[src/i2cbc_pkg.sv]
// Shared constants and state type for the I2C collision-aware master
package i2cbc_pkg;
    localparam logic [3:0] ADDR_CTRL  = 4'h0;
    localparam logic [3:0] ADDR_STAT  = 4'h4;
    localparam logic [3:0] ADDR_DATA  = 4'h8;
    localparam logic [3:0] ADDR_BAUD  = 4'hc;
    localparam int CTL_EN   = 0;
    localparam int CTL_SEN  = 1;
    localparam int CTL_RSEN = 2;
    localparam int CTL_PEN  = 3;
    localparam int CTL_AKEN = 4;
    localparam int CTL_AKDT = 5;
    localparam int STS_BCL   = 0;
    localparam int STS_EVT   = 1;
    localparam int STS_BF    = 2;
    localparam int STS_START = 3;
    localparam int STS_STOP  = 4;
    localparam int STS_ACKST = 5;
    localparam int STS_BUSY  = 6;
    localparam int BAUD_W    = 7;
    localparam logic [6:0] BAUD_RST = 7'h04;
    localparam logic [3:0] LAST_BIT = 4'h8;
    typedef enum logic [4:0] {
        ST_IDLE, ST_A, ST_B,
        RS_A, RS_B, RS_C, RS_D,
        SP_A, SP_B, SP_C, SP_D,
        AK_A, AK_B, AK_C,
        TX_L, TX_W, TX_H
    } i2cbc_state_e;
endpackage : i2cbc_pkg

[src/i2cbc_pin_sync.sv]
// Three-stage pin synchroniser that accepts a change once stages two and three agree
`timescale 1ns/1ps
module i2cbc_pin_sync #(
    parameter logic RST_VAL = 1'b1
) (
    input  wire logic clk,
    input  wire logic sys_rst,
    input  wire logic pinIn,
    output logic      level
);
    logic s1_reg;
    logic s2_reg;
    logic s3_reg;
    logic level_reg;
    logic level_next;

    always_comb
    begin
        level_next = (s2_reg == s3_reg) ? s3_reg : level_reg;
    end

    always_ff @(posedge clk or posedge sys_rst)
    begin
        if (sys_rst)
        begin
            s1_reg    <= RST_VAL;
            s2_reg    <= RST_VAL;
            s3_reg    <= RST_VAL;
            level_reg <= RST_VAL;
        end
        else
        begin
            s1_reg    <= pinIn;
            s2_reg    <= s1_reg;
            s3_reg    <= s2_reg;
            level_reg <= level_next;
        end
    end

    assign level = level_reg;
endmodule : i2cbc_pin_sync

[src/i2cbc_master.sv]
// I2C master sequencer with bus arbitration and collision recovery
// Contract
// - Released one read back low is collision
// - Collision sets flag, port returns idle
// - Collision during byte clears full, releases lines
// - Collision aborts sequence, clears its enable
// - After collision, bus STOP sets event flag
// - New buffer write starts at first bit
// - START with a line low is collision
// - START loads baud counter once SDA and SCL both high
// - SCL low during first START count collides
// - SDA low early drives SDA, no collision
// - Else SDA low, count, then SCL low
// - Repeated START: release, count, release SCL
// - SDA low at SCL rise is collision
// - SDA falling during count is harmless
// - SCL falling before own SDA low collides
// - Both high: SDA low, count, SCL low
// - STOP: SDA low, SCL release, count, check
// - SCL low before SDA release collides
// - Start and stop seen cleared when disabled
//
// Added by the designer: the register offsets and the Avalon-MM interface to the registers.
`timescale 1ns/1ps
module i2cbc_master (
    input  wire logic        clk,
    input  wire logic        sys_rst,
    input  wire logic [3:0]  avsAddress,
    input  wire logic        avsRead,
    input  wire logic        avsWrite,
    input  wire logic [31:0] avsWritedata,
    output logic [31:0]      avsReaddata,
    output logic             avsWaitrequest,
    input  wire logic        sdaIn,
    output logic             sdaOut,
    output logic             sdaOe,
    input  wire logic        sclIn,
    output logic             sclOut,
    output logic             sclOe
);
    i2cbc_pkg::i2cbc_state_e state_reg, state_next;
    logic [6:0]  cnt_reg, cnt_next;
    logic [6:0]  baud_reg, baud_next;
    logic [7:0]  shift_reg, shift_next;
    logic [3:0]  bitCnt_reg, bitCnt_next;
    logic [5:0]  ctl_reg, ctl_next;
    logic        bf_reg, bf_next;
    logic        bcl_reg, bcl_next;
    logic        evt_reg, evt_next;
    logic        startSeen_reg, startSeen_next;
    logic        stopSeen_reg, stopSeen_next;
    logic        ackStat_reg, ackStat_next;
    logic        sdaDrv_reg, sdaDrv_next;
    logic        sclDrv_reg, sclDrv_next;
    logic        sdaPrev_reg;
    logic        ack_reg;
    logic [31:0] rdata_reg, rdata_next;
    logic        sdaS;
    logic        sclS;
    logic        tick;
    logic        load;
    logic        collide;
    logic        wrAcc;
    logic        txBit;
    logic        busStart;
    logic        busStop;

    i2cbc_pin_sync #(.RST_VAL(1'b1)) uSdaSync (
        .clk     (clk),
        .sys_rst (sys_rst),
        .pinIn   (sdaIn),
        .level   (sdaS)
    );

    i2cbc_pin_sync #(.RST_VAL(1'b1)) uSclSync (
        .clk     (clk),
        .sys_rst (sys_rst),
        .pinIn   (sclIn),
        .level   (sclS)
    );

    // One wait state per access keeps read data registered
    assign avsWaitrequest = (avsRead | avsWrite) & ~ack_reg;
    assign avsReaddata    = rdata_reg;
    assign wrAcc          = avsWrite & ack_reg;
    assign tick           = (cnt_reg == 7'h00);
    assign txBit          = (bitCnt_reg < i2cbc_pkg::LAST_BIT) ? shift_reg[7] : 1'b1;
    assign busStart       = sclS & sdaPrev_reg & ~sdaS;
    assign busStop        = sclS & ~sdaPrev_reg & sdaS;
    // Open-drain: only ever pull low
    assign sdaOut         = 1'b0;
    assign sclOut         = 1'b0;
    assign sdaOe          = sdaDrv_reg;
    assign sclOe          = sclDrv_reg;

    always_comb
    begin
        rdata_next = rdata_reg;
        if (avsRead && !ack_reg)
        begin
            rdata_next = 32'h0000_0000;
            if (avsAddress == i2cbc_pkg::ADDR_CTRL)
                rdata_next[5:0] = ctl_reg;
            else if (avsAddress == i2cbc_pkg::ADDR_STAT)
                rdata_next[6:0] = {state_reg != i2cbc_pkg::ST_IDLE, ackStat_reg,
                                   stopSeen_reg, startSeen_reg, bf_reg, evt_reg, bcl_reg};
            else if (avsAddress == i2cbc_pkg::ADDR_DATA)
                rdata_next[7:0] = shift_reg;
            else if (avsAddress == i2cbc_pkg::ADDR_BAUD)
                rdata_next[6:0] = baud_reg;
        end
    end

    always_comb
    begin
        state_next     = state_reg;
        cnt_next       = tick ? cnt_reg : cnt_reg - 7'h01;
        baud_next      = baud_reg;
        shift_next     = shift_reg;
        bitCnt_next    = bitCnt_reg;
        ctl_next       = ctl_reg;
        bf_next        = bf_reg;
        bcl_next       = bcl_reg;
        evt_next       = evt_reg;
        startSeen_next = startSeen_reg;
        stopSeen_next  = stopSeen_reg;
        ackStat_next   = ackStat_reg;
        sdaDrv_next    = sdaDrv_reg;
        sclDrv_next    = sclDrv_reg;
        load           = 1'b0;
        collide        = 1'b0;

        // Software side first, so hardware sets below win over clears
        if (wrAcc && avsAddress == i2cbc_pkg::ADDR_CTRL)
            ctl_next = avsWritedata[5:0];
        if (wrAcc && avsAddress == i2cbc_pkg::ADDR_BAUD)
            baud_next = avsWritedata[6:0];
        if (wrAcc && avsAddress == i2cbc_pkg::ADDR_STAT)
        begin
            if (avsWritedata[i2cbc_pkg::STS_BCL])
                bcl_next = 1'b0;
            if (avsWritedata[i2cbc_pkg::STS_EVT])
                evt_next = 1'b0;
        end
        // Writes while busy are dropped; after a collision the port is idle again
        if (wrAcc && avsAddress == i2cbc_pkg::ADDR_DATA && state_reg == i2cbc_pkg::ST_IDLE
            && ctl_reg[i2cbc_pkg::CTL_EN])
        begin
            shift_next  = avsWritedata[7:0];
            bitCnt_next = 4'h0;
            bf_next     = 1'b1;
            sclDrv_next = 1'b1;
            load        = 1'b1;
            state_next  = i2cbc_pkg::TX_L;
        end

        if (busStart)
        begin
            startSeen_next = 1'b1;
            stopSeen_next  = 1'b0;
        end
        if (busStop)
        begin
            stopSeen_next  = 1'b1;
            startSeen_next = 1'b0;
            evt_next       = 1'b1;
        end

        case (state_reg)
            i2cbc_pkg::ST_IDLE:
            begin
                if (ctl_reg[i2cbc_pkg::CTL_EN] && ctl_reg[i2cbc_pkg::CTL_SEN])
                begin
                    if (!sdaS || !sclS)
                        collide = 1'b1;
                    else
                    begin
                        load       = 1'b1;
                        state_next = i2cbc_pkg::ST_A;
                    end
                end
                else if (ctl_reg[i2cbc_pkg::CTL_EN] && ctl_reg[i2cbc_pkg::CTL_RSEN])
                begin
                    sdaDrv_next = 1'b0;
                    load        = 1'b1;
                    state_next  = i2cbc_pkg::RS_A;
                end
                else if (ctl_reg[i2cbc_pkg::CTL_EN] && ctl_reg[i2cbc_pkg::CTL_PEN])
                begin
                    sdaDrv_next = 1'b1;
                    state_next  = i2cbc_pkg::SP_A;
                end
                else if (ctl_reg[i2cbc_pkg::CTL_EN] && ctl_reg[i2cbc_pkg::CTL_AKEN])
                begin
                    sclDrv_next = 1'b1;
                    sdaDrv_next = ~ctl_reg[i2cbc_pkg::CTL_AKDT];
                    load        = 1'b1;
                    state_next  = i2cbc_pkg::AK_A;
                end
            end
            i2cbc_pkg::ST_A:
            begin
                if (!sdaS)
                begin
                    sdaDrv_next = 1'b1;
                    load        = 1'b1;
                    state_next  = i2cbc_pkg::ST_B;
                end
                else if (!sclS)
                    collide = 1'b1;
                else if (tick)
                begin
                    sdaDrv_next = 1'b1;
                    load        = 1'b1;
                    state_next  = i2cbc_pkg::ST_B;
                end
            end
            i2cbc_pkg::ST_B:
            begin
                // SCL is ignored here: a rival START loses on the address
                if (tick)
                begin
                    sclDrv_next                 = 1'b1;
                    ctl_next[i2cbc_pkg::CTL_SEN] = 1'b0;
                    evt_next                    = 1'b1;
                    state_next                  = i2cbc_pkg::ST_IDLE;
                end
            end
            i2cbc_pkg::RS_A:
            begin
                if (tick)
                begin
                    sclDrv_next = 1'b0;
                    state_next  = i2cbc_pkg::RS_B;
                end
            end
            i2cbc_pkg::RS_B:
            begin
                if (sclS && !sdaS)
                    collide = 1'b1;
                else if (sclS)
                begin
                    load       = 1'b1;
                    state_next = i2cbc_pkg::RS_C;
                end
            end
            i2cbc_pkg::RS_C:
            begin
                if (!sclS && sdaS)
                    collide = 1'b1;
                else if (tick)
                begin
                    sdaDrv_next = 1'b1;
                    load        = 1'b1;
                    state_next  = i2cbc_pkg::RS_D;
                end
            end
            i2cbc_pkg::RS_D:
            begin
                if (tick)
                begin
                    sclDrv_next                  = 1'b1;
                    ctl_next[i2cbc_pkg::CTL_RSEN] = 1'b0;
                    evt_next                     = 1'b1;
                    state_next                   = i2cbc_pkg::ST_IDLE;
                end
            end
            i2cbc_pkg::SP_A:
            begin
                if (!sdaS)
                begin
                    sclDrv_next = 1'b0;
                    state_next  = i2cbc_pkg::SP_B;
                end
            end
            i2cbc_pkg::SP_B:
            begin
                if (sclS)
                begin
                    load       = 1'b1;
                    state_next = i2cbc_pkg::SP_C;
                end
            end
            i2cbc_pkg::SP_C:
            begin
                if (!sclS)
                    collide = 1'b1;
                else if (tick)
                begin
                    sdaDrv_next = 1'b0;
                    load        = 1'b1;
                    state_next  = i2cbc_pkg::SP_D;
                end
            end
            i2cbc_pkg::SP_D:
            begin
                if (tick && !sdaS)
                    collide = 1'b1;
                else if (tick)
                begin
                    ctl_next[i2cbc_pkg::CTL_PEN] = 1'b0;
                    evt_next                    = 1'b1;
                    state_next                  = i2cbc_pkg::ST_IDLE;
                end
            end
            i2cbc_pkg::AK_A:
            begin
                if (tick)
                begin
                    sclDrv_next = 1'b0;
                    state_next  = i2cbc_pkg::AK_B;
                end
            end
            i2cbc_pkg::AK_B:
            begin
                if (sclS)
                begin
                    load       = 1'b1;
                    state_next = i2cbc_pkg::AK_C;
                end
            end
            i2cbc_pkg::AK_C:
            begin
                if (!sdaDrv_reg && !sdaS)
                    collide = 1'b1;
                else if (tick)
                begin
                    sclDrv_next                   = 1'b1;
                    sdaDrv_next                   = 1'b0;
                    ctl_next[i2cbc_pkg::CTL_AKEN] = 1'b0;
                    state_next                    = i2cbc_pkg::ST_IDLE;
                end
            end
            i2cbc_pkg::TX_L:
            begin
                sdaDrv_next = ~txBit;
                if (tick)
                begin
                    sclDrv_next = 1'b0;
                    state_next  = i2cbc_pkg::TX_W;
                end
            end
            i2cbc_pkg::TX_W:
            begin
                if (sclS)
                begin
                    load       = 1'b1;
                    state_next = i2cbc_pkg::TX_H;
                end
            end
            i2cbc_pkg::TX_H:
            begin
                if (bitCnt_reg < i2cbc_pkg::LAST_BIT && txBit && !sdaS)
                    collide = 1'b1;
                else if (tick)
                begin
                    sclDrv_next = 1'b1;
                    load        = 1'b1;
                    if (bitCnt_reg == i2cbc_pkg::LAST_BIT)
                    begin
                        ackStat_next = sdaS;
                        evt_next     = 1'b1;
                        state_next   = i2cbc_pkg::ST_IDLE;
                    end
                    else
                    begin
                        shift_next  = {shift_reg[6:0], 1'b0};
                        bitCnt_next = bitCnt_reg + 4'h1;
                        if (bitCnt_reg == i2cbc_pkg::LAST_BIT - 4'h1)
                            bf_next = 1'b0;
                        state_next = i2cbc_pkg::TX_L;
                    end
                end
            end
            default:
                state_next = i2cbc_pkg::ST_IDLE;
        endcase

        if (load)
            cnt_next = baud_reg;

        if (collide)
        begin
            bcl_next    = 1'b1;
            state_next  = i2cbc_pkg::ST_IDLE;
            bf_next     = 1'b0;
            sdaDrv_next = 1'b0;
            sclDrv_next = 1'b0;
            ctl_next[i2cbc_pkg::CTL_AKEN:i2cbc_pkg::CTL_SEN] = 4'h0;
        end

        if (!ctl_reg[i2cbc_pkg::CTL_EN])
        begin
            state_next     = i2cbc_pkg::ST_IDLE;
            sdaDrv_next    = 1'b0;
            sclDrv_next    = 1'b0;
            bf_next        = 1'b0;
            startSeen_next = 1'b0;
            stopSeen_next  = 1'b0;
        end
    end

    always_ff @(posedge clk or posedge sys_rst)
    begin
        if (sys_rst)
        begin
            state_reg     <= i2cbc_pkg::ST_IDLE;
            cnt_reg       <= 7'h00;
            baud_reg      <= i2cbc_pkg::BAUD_RST;
            shift_reg     <= 8'h00;
            bitCnt_reg    <= 4'h0;
            ctl_reg       <= 6'h00;
            bf_reg        <= 1'b0;
            bcl_reg       <= 1'b0;
            evt_reg       <= 1'b0;
            startSeen_reg <= 1'b0;
            stopSeen_reg  <= 1'b0;
            ackStat_reg   <= 1'b0;
            sdaDrv_reg    <= 1'b0;
            sclDrv_reg    <= 1'b0;
            sdaPrev_reg   <= 1'b1;
            ack_reg       <= 1'b0;
            rdata_reg     <= 32'h0000_0000;
        end
        else
        begin
            state_reg     <= state_next;
            cnt_reg       <= cnt_next;
            baud_reg      <= baud_next;
            shift_reg     <= shift_next;
            bitCnt_reg    <= bitCnt_next;
            ctl_reg       <= ctl_next;
            bf_reg        <= bf_next;
            bcl_reg       <= bcl_next;
            evt_reg       <= evt_next;
            startSeen_reg <= startSeen_next;
            stopSeen_reg  <= stopSeen_next;
            ackStat_reg   <= ackStat_next;
            sdaDrv_reg    <= sdaDrv_next;
            sclDrv_reg    <= sclDrv_next;
            sdaPrev_reg   <= sdaS;
            ack_reg       <= (avsRead | avsWrite) & ~ack_reg;
            rdata_reg     <= rdata_next;
        end
    end
endmodule : i2cbc_master

[config.mk]
export PLATFORM = sky130hd
export DESIGN_NAME = i2cbc_master
export DESIGN_NICKNAME = d
export VERILOG_FILES = /design/src/i2cbc_pkg.sv /design/src/i2cbc_pin_sync.sv /design/src/i2cbc_master.sv
export SDC_FILE = /design/constraint.sdc
export NUM_CORES = 1
export LEC_CHECK = 0
export ABC_AREA = 1
export BUFFER_PORTS_ARGS = -buffer_cell sky130_fd_sc_hd__buf_2
export CAP_MARGIN = 20
export CORE_ASPECT_RATIO = 2
export CORE_MARGIN = 2
export CORE_UTILIZATION = 30
export CTS_CLUSTER_DIAMETER = 50
export DETAILED_ROUTE_END_ITERATION = 8
export GPL_TIMING_DRIVEN = 0
export PLACE_DENSITY = 0.55
export SKIP_CTS_REPAIR_TIMING = 1
export SYNTH_ARGS = -nofsm -noshare
export SYNTH_HDL_FRONTEND = slang
export SYNTH_HIERARCHICAL = 1
export SYNTH_SLANG_ARGS = --single-unit
[constraint.sdc]
create_clock -name clk -period 2 [get_ports clk]
set_input_delay 0.3 -clock clk [delete_from_list [all_inputs] [get_ports clk]]
set_output_delay 0.3 -clock clk [all_outputs]
set_load 0.01 [all_outputs]
=== Yosys cells after proc, flatten, opt, wreduce, memory -nomap -nowiden ===
Index checks and enable logic that the tools add are counted.

* Register bits: 63
* Word-level logic and storage cells: 248

* Add/sub/neg operators: 2
* Order comparisons: 1
* Equality and inequality tests: 32
* Mux-type cells: 140
* Bitwise gates (word level): 13
* Reductions and logical operators: 34

{| class="wikitable"
|+ Operators by type and width
! cell !! count
|-
| $mux 5 || 30
|-
| $mux 1 || 85
|-
| $pmux 5 s16 || 1
|-
| $eq 5x4->1 const B || 8
|-
| $mux 8 || 5
|-
| $mux 7 || 5
|-
| $mux 4 || 7
|-
| $eq 5x3->1 const B || 4
|-
| $logic_and 1x1->1 || 17
|-
| $eq 4x4->1 const B || 3
|-
| $ne 4x4->1 const B || 3
|-
| $pmux 1 s6 || 2
|-
| $eq 5x2->1 const B || 2
|-
| $eq 4x3->1 const B || 2
|-
| $ne 8x1->1 const B || 1
|-
| $pmux 1 s8 || 1
|-
| $logic_not 7->1 || 1
|-
| $pmux 1 s7 || 1
|-
| $reduce_and 7->1 || 1
|-
| $sub 7x1->7 const B || 1
|-
| $and 1x1->1 || 6
|-
| $mux 6 || 1
|-
| $ne 6x3->1 const B || 1
|-
| $not 1->1 || 6
|-
| 22 further kinds || 28
|}

=== Depth between registers and ports, before layout ===
Gate-level depths: netlist of the first run.

* Depth in word-level cells: 12
* Depth in mapped cells: 13
* Gate-level depth less buffers: 13

=== By module ===
The synthesis of the first run kept the hierarchy.

{| class="wikitable"
|+ By module, submodules not included
! module !! instances !! cells an instance !! area each (sq um) !! sequential area each (sq um)
|-
| i2cbc_master || 1 || 574 || 3943.8 || 1378.8
|-
| i2cbc_pin_sync || 2 || 9 || 125.1 || 105.1
|}

=== Worst setup path after synthesis of the first run ===
OpenSTA, ideal clock, no wires.

* Path kind: register to register
* Start: register cnt_reg[0]
* End: register state_reg[3]
* Setup time: 0.113 ns
* Arrival time: 1.713 ns
* Required time: 1.887 ns
* Path slack: 0.174 ns
* Cell stages (with the launch flop): 13
* Path buffers: 1
* Period minus slack after synthesis: 1.826 ns
* Path through: dfrtp_1 -> inv_1 -> ha_1 -> nand3_1 -> nor2_1 -> clkbuf_1 -> nand3_1 -> nand3_2 -> nor2_2 -> nand2_2 -> inv_1 -> nand2_1 -> inv_1

* Word-level cells in the longest chain between the ends: 7
* Elaborated cells on any way between the ends: 22

{| class="wikitable"
|+ Ends and longest elaborated chain
! item !! RTL line !! RTL
|-
| start, declared || i2cbc_master.sv:42 || <nowiki>logic [6:0] cnt_reg, cnt_next;</nowiki>
|-
| start signal, assigned || i2cbc_master.sv:428 || <nowiki>cnt_reg <= cnt_next;</nowiki>
|-
| $logic_not 7->1 * || i2cbc_master.sv:86 || <nowiki>assign tick = (cnt_reg == 7'h00);</nowiki>
|-
| $mux 5 || i2cbc_master.sv:211 || <nowiki>else if (tick)</nowiki>
|-
| $mux 5 || i2cbc_master.sv:209 || <nowiki>else if (!sclS)</nowiki>
|-
| $mux 5 || i2cbc_master.sv:203 || <nowiki>if (!sdaS)</nowiki>
|-
| $pmux 5 s16 || i2cbc_master.sv:169 || <nowiki>case (state_reg)</nowiki>
|-
| $mux 5 * || i2cbc_master.sv:382 || <nowiki>if (collide)</nowiki>
|-
| $mux 5 * || i2cbc_master.sv:392 || <nowiki>if (!ctl_reg[i2cbc_pkg::CTL_EN])</nowiki>
|-
| via state_next[3] || i2cbc_master.sv:41 || <nowiki>i2cbc_pkg::i2cbc_state_e state_reg, state_next;</nowiki>
|-
| end signal, assigned || i2cbc_master.sv:407 || <nowiki>state_reg <= i2cbc_pkg::ST_IDLE;</nowiki>
|-
| end signal, assigned || i2cbc_master.sv:427 || <nowiki>state_reg <= state_next;</nowiki>
|-
| end, declared || i2cbc_master.sv:41 ||
|}

The timed path passes the listed nets; every way through them passes the cells marked *.
A chain may end at the register's enable or synchronous reset.

=== Worst setup path after layout of the first run ===
* Start: register uSclSync.level_reg (netlist: uSclSync/level)
* End: register state_reg[1]

* Word-level cells in the longest chain between the ends: 7
* Elaborated cells on any way between the ends: 25

{| class="wikitable"
|+ Ends and longest elaborated chain
! item !! RTL line !! RTL
|-
| start, declared || i2cbc_pin_sync.sv:14 || <nowiki>logic level_reg;</nowiki>
|-
| start signal, assigned || i2cbc_pin_sync.sv:36 || <nowiki>level_reg <= level_next;</nowiki>
|-
| $logic_not 1->1 || -- ||
|-
| $logic_or 1x1->1 || i2cbc_master.sv:174 || <nowiki>if (!sdaS || !sclS)</nowiki>
|-
| $mux 5 or $mux 1 (tied branches) || i2cbc_master.sv:174 ||
|-
| $mux 5 or $mux 1 (tied branches) || i2cbc_master.sv:172 || <nowiki>if (ctl_reg[i2cbc_pkg::CTL_EN] && ctl_reg[i2cbc_pkg::CTL_SEN])</nowiki>
|-
| $pmux 5 s16 or $pmux 1 s8 (tied branches) || i2cbc_master.sv:169 ||
|-
| $mux 5 * || i2cbc_master.sv:382 ||
|-
| $mux 5 * || i2cbc_master.sv:392 ||
|-
| via state_next[1] || i2cbc_master.sv:41 ||
|}

Marked as above.

==> metrics.txt, run 1 <==
clock network latency to the later pin of the worst-skew pair ~0.34 ns; FFs w/ async S/R, synth 1.00; count of final setup violators 1; maximum buffer depth of the clock tree 2; global-route usage over all layers 0.199; number of antenna-violating nets in the routed design 0; drc violations 0; total area of sequential cells ~1600 sq um; library cell used as clock root buffer clkbuf_16; via count 4295; Yosys top cell by area dfrtp_1; Post-Layout Inst Area 5630 sq um; Core ar. between 10000 and 15000 sq um; worst reg2reg setup slack -0.002 ns; Max Cap Violations 0; unrepaired setup endpoints after global routing true; number of inserted diodes 0; area of the multi-input gates 2410 sq um; die outline area around 15000 sq um; max-slew violation count 0; share of the synthesized area in the top cell type 0.316; synthesized instance count 592; Non-Filler Instances between 800 and 900; highest attainable clock frequency between 400 and 500 MHz; Yosys reg bits 63; nature of the critical path startpoint register; total of warnings raised by yosys 6; data arrival time of the critical path 2.26 ns; die span in y 171 um; total placed cells including tap cells 835; clk slew on worst S/H paths 0.06 ns; launch point of the critical path uSclSync/level; std cell rows between 60 and 70; Max-Slew Margin vs Limit 0.550; min cycle time layout around 2.0 ns; number of port buffers 28; CTS sink count between 60 and 70; static leakage power 2.92 nW; highest-count cells in the layout ignoring fill and taps nand2_1, nor2_1, inv_1; dpl cell area 4680 sq um; share of post-route cells with drive strength above 1 0.314; dpl hpwl 11600 um; drt pass-1 iters 5; Area growth, synth to finish 34.3%; Top FF cell, synth dfrtp_1; largest net degree at the start of global routing 29; type of the most critical hold path input port to asynchronous set/reset pin; dominant cells by area after synthesis dfrtp_1, nand2_1, nor2_1; endpoint required time on the critical path 2.26 ns; Die Span X ~88 um; number of enable flip-flop cells after synthesis 0; fraction of the cycle the final worst path needs 1.00; number of inserted filler cells in the final layout 1443; number of global-route vias before repair around 4k; wire length of the first global-routing pass 22100 um; largest fanout on the critical path 7; sequential fraction of the synthesis area 0.379; detail-routed via count per cell 4.83; RePlAce Congestion 0.986; initial detailed-routing violation count 236; kind of end point of the critical path register; peak supply drop around 0.7 mV; initial antenna violation count 0; deepest level of the CTS H-tree 3; Worst-Margin Slew ~0.67 ns; destination of the worst register-to-register timing path state_reg[1]; wire length per cell around 17 um; reg2reg start uSclSync/level; final hold violation count 0; cell count of the worst reg-to-reg path 9; count of nets after finishing 740; pwr dens approximately 1200 nW/um^2; worst setup skew after layout 0.0125 ns; Setup Slack @ Placement -0.578 ns; kind of critical path register to register; Avg Cell Area, Syn 7.08 sq um; number of unique standard cell types used by synthesis 50; number of top-level pins 79; fin worst setup slack -0.00177 ns; leading cell type in the layout, fill and taps excluded nand2_1; result of the run finished with violations; CTS tree yes; cts bufs inserted 9; violated checks setup timing; global-route congestion overflow total 0; total wirelength of the detailed-routed design 15200 um; initial core utilization 0.304; synthesized cell area 4190 sq um
## stage by stage
step	total power [W]	hold WS (ns)	util	TNS, ns
after floorplan	0.00378	0.255	-	0
after global placement	0.00456	0.349	0.338	-35.21
after detailed placement	0.00458	0.354	0.339	-9.42
after CTS	0.00616	0.0604	0.360	-10.13
after global routing	0.00740	0.0551	0.408	-0.585
final	0.00696	0.0521	0.408	-0.00177
## per-layer routing
layer / track usage / part of all wire / up-vias
li1: - / - / 2062
met1: 0.186 / 0.33 / 1997
met2: 0.365 / 0.55 / 170
met3: 0.0269 / 0.035 / 66
met4: 0.167 / 0.089 / 0
met5: 0 / 0 / -
## area by class of cell
type	count	area share
Timing Repair Buffer	67	0.0884
Inverter	77	0.0531
Clock inverter	5	0.0102
Tap cell	189	0.0420
Timing Repair inverter	1	0.000888
Sequential cell	63	0.283
Multi-Input combinational cell	440	0.429
Buffer	36	0.0526
Clock buffer	11	0.0413
## where the power goes
group	leakage, nW	internal [W]	switching, W	total [W]
clock	0.144	0.000968	0.000608	0.00158
sequential	0.764	0.00161	0.000306	0.00191
combinational	2.02	0.00135	0.00212	0.00347
total	2.92	0.00392	0.00304	0.00696
## worst max path at each step
stage                        end  slack, ns  depth (start not counted)
floorplan           state_reg[3]       0.17                         12
global placement    state_reg[3]      -0.58                         12
detailed placement  state_reg[3]      -0.58                         12
CTS                 state_reg[3]      -0.60                         12
global route        state_reg[3]      -0.06                         14
finish              state_reg[1]     -0.002                          9
## cell usage after synthesis (all sizes together), types with 10 or more instances
| library cell | number |
|---|---|
| a21oi | 19 |
| dfrtp | 53 |
| nor2 | 89 |
| o21ai | 49 |
| buf | 33 |
| inv | 75 |
| nand2 | 157 |
| nand3 | 39 |
| dfstp | 10 |
| nor3 | 12 |
## critical path, cell delays in order (launching register included)
cell,delay (ns)
dfstp_2,0.62
buf_6,0.14
clkinvlp_4,0.14
nand2_4,0.12
nor3_4,0.04
nor3b_2,0.26
nand3_2,0.16
nor2_4,0.21
nand2_4,0.12
a21oi_2,0.12
## cells by family (layout without fill, tap and decap cells)
group / Yosys count / count (layout) / synth area share
mux: 5 / 5 / 0.0134
buf+inv: 115 / 197 / 0.134
flops: 63 / 63 / 0.379
xor+xnor: 4 / 4 / 0.00835
fa+ha+maj: 3 / 3 / 0.00895
compound gates: 88 / 88 / 0.121
simple gates: 313 / 314 / 0.335
other cells: 1 / 26 / 0.000894
No activity file was read; power rests on OpenSTA's default activity.
==> run 2, diff against run 1 <==
Settings changed: PLACE_DENSITY 0.55 to 0.53.
Clock period 2 ns to 2.1 ns, I/O delays scaled along.
==> metrics.txt, run 2 (same netlist as run 1, synthesis figures left out) <==
cts bufs inserted 9 (unchanged); grt met2 use 0.374 (was 0.365); leading cell type in the layout, fill and taps excluded nand2_1 (unchanged); GR Util met3 0.0245 (was 0.0269); number of top-level pins 79 (unchanged); max-slew violation count 0 (unchanged); number of global-route vias before repair 3960 (was 4092); final hold violation count 12 (was 0); fraction of the cycle the final worst path needs 1.00 (about the same); design internal power 0.00342 W (was 0.00392 W); die span in y 171 um (unchanged); destination of the worst register-to-register timing path sclOe (was state_reg[1]); highest attainable clock frequency 475 MHz (was 500 MHz); global-route usage over all layers 0.203 (was 0.199); number of antenna-violating nets in the routed design 0 (unchanged); clock network latency to the later pin of the worst-skew pair 0.33 ns (was 0.34 ns); Combinational Power Share 0.476 (was 0.499); sequential group share of total power 0.299 (was 0.275); result of the run finished with violations (unchanged); initial antenna violation count 0 (unchanged); unrepaired setup endpoints after global routing true (unchanged); drc violations 0 (unchanged); peak supply drop 0.515 mV (was 0.684 mV); min cycle time layout 2.10 ns (was 2.00 ns); largest fanout on the critical path 7 (unchanged); kind of end point of the critical path register (unchanged); kind of critical path register to register (unchanged); data arrival time of the critical path 2.36 ns (was 2.26 ns); total wirelength of the detailed-routed design 14800 um (was 15200 um); RePlAce Congestion 1.01 (was 0.986); count of nets after finishing 718 (was 740); number of inserted diodes 0 (unchanged); cell count of the worst reg-to-reg path 9 (unchanged); endpoint required time on the critical path 2.36 ns (was 2.26 ns); Net Switching 0.00270 W (was 0.00304 W); CTS sink count 63 (unchanged); number of port buffers 28 (unchanged); worst setup skew after layout 0.00745 ns (was 0.0125 ns); maximum buffer depth of the clock tree 2 (unchanged); violated checks hold timing, setup timing (was setup timing); Max Cap Violations 0 (unchanged); share of post-route cells with drive strength above 1 0.252 (was 0.314); deepest level of the CTS H-tree 3 (unchanged); wire length of the first global-routing pass 22400 um (was 22100 um); Area growth, synth to finish 25.7% (was 34.3%); type of the most critical hold path input port to asynchronous set/reset pin (unchanged); global-route congestion overflow total 0 (unchanged); most utilized layer in the global route result met2 (unchanged); wire length per cell 17.1 um (about the same); worst reg2reg setup slack -0.004 ns (was -0.002 ns); Setup Slack @ Placement -0.527 ns (was -0.578 ns); die outline area 15000 sq um (unchanged); reg2reg start uSclSync/level (unchanged); met1 Resource Use GR 0.200 (was 0.186); final core utilization 0.382 (was 0.408); static leakage power 2.76 nW (was 2.92 nW); pwr dens 1160 nW/um^2 (was 1240 nW/um^2); library cell used as clock root buffer clkbuf_16 (unchanged); Worst-Margin Slew 0.642 ns (was 0.672 ns); initial core utilization 0.304 (unchanged); via count 4137 (was 4295); nature of the critical path startpoint register (unchanged); dpl hpwl 11600 um (about the same); CTS tree yes (unchanged); Die Span X 87.6 um (unchanged); std cell rows 61 (unchanged); final-layout worst hold slack -0.0196 ns (was 0.0521 ns); Core ar. 13800 sq um (unchanged); clk slew on worst S/H paths 0.06 ns (about the same); largest net degree at the start of global routing 43 (was 29); part of the power in the clock network 0.225 (was 0.226); fin worst setup slack -0.00404 ns (was -0.00177 ns); initial detailed-routing violation count 318 (was 236); drt pass-1 iters 9 (was 5); count of final setup violators 1 (unchanged); highest-count cells in the layout ignoring fill and taps nand2_1, nor2_1, inv_1 (unchanged); detail-routed via count per cell 4.77 (was 4.83); Max-Slew Margin vs Limit 0.570 (was 0.550); switching part of the total power 0.441 (was 0.436)
run 2: cell types whose count changed in the layout (fill, tap and decap cells not counted), moves of 3 or more:
cell	previous run	this run
inv_2	11	7
inv_1	62	66
nor2_4	10	6
o21ai_0	40	44
nand2_2	16	7
nand2_4	6	2
nand2_1	134	147
nor2_1	68	71
o21ai_1	6	3
buf_4	60	44
run 2: power groups by stage:
stage / Combinational, W / Clock [W] / Sequential, W
after floorplan: 0.00187 / 0 / 0.00173
after global placement: 0.00253 / 0 / 0.00181
after detailed placement: 0.00254 / 0 / 0.00182
after CTS: 0.00255 / 0.00141 / 0.00180
after global routing: 0.00323 / 0.00145 / 0.00186
final: 0.00291 / 0.00138 / 0.00183
run 2: worst max path at each step:
stage / from / endpoint / cells past startpoint / slack (ns)
2_1_floorplan: cnt_reg[0] / state_reg[3] / 12 / 0.27
3_3_place_gp: cnt_reg[0] / sclOe / 11 / -0.52
3_5_place_dp: cnt_reg[0] / sclOe / 11 / -0.53
4_1_cts: cnt_reg[0] / sclOe / 11 / -0.55
5_1_grt: uSclSync/level / state_reg[3] / 11 / -0.04
6_report: uSclSync/level / sclOe / 9 / -0.004
run 2: per-layer routing:
layer  vias up  share of wire
met4         0          0.087
met2       168           0.54
li1       2015              -
met3        67          0.035
met1      1887           0.33
met5         -              0
run 2: critical path, cell delays in order, from the launching register on:
cell	delay [ns]
dfstp_2	0.64
buf_4	0.15
inv_1	0.11
nand2_2	0.13
nor3_1	0.07
nor3b_2	0.32
nand3_4	0.18
nor2_4	0.19
o21ai_0	0.11
nor2_1	0.13
run 2: per-stage QoR:
step	TNS (ns)	hold WS (ns)	cells	instance area, sq um	total power [W]
5_1_grt	-0.104	0.00785	867	5270	0.00654
2_1_floorplan	0	0.270	617	4290	0.00360
4_1_cts	-7.63	-0.0124	851	4950	0.00577
3_5_place_dp	-7.00	0.344	835	4680	0.00436
3_3_place_gp	-29.64	0.348	834	4660	0.00434
6_report	-0.00404	-0.0196	867	5270	0.00611
run 2: layout make-up:
type	count	area (sq um)
Tap cell	189	236
Sequential cell	63	1590
Multi-Input combinational cell	439	2290
Timing Repair Buffer	47	313
Clock inverter	4	22.5
Inverter	77	295
Fill cell	1474	8540
Buffer	36	279
Clock buffer	12	246
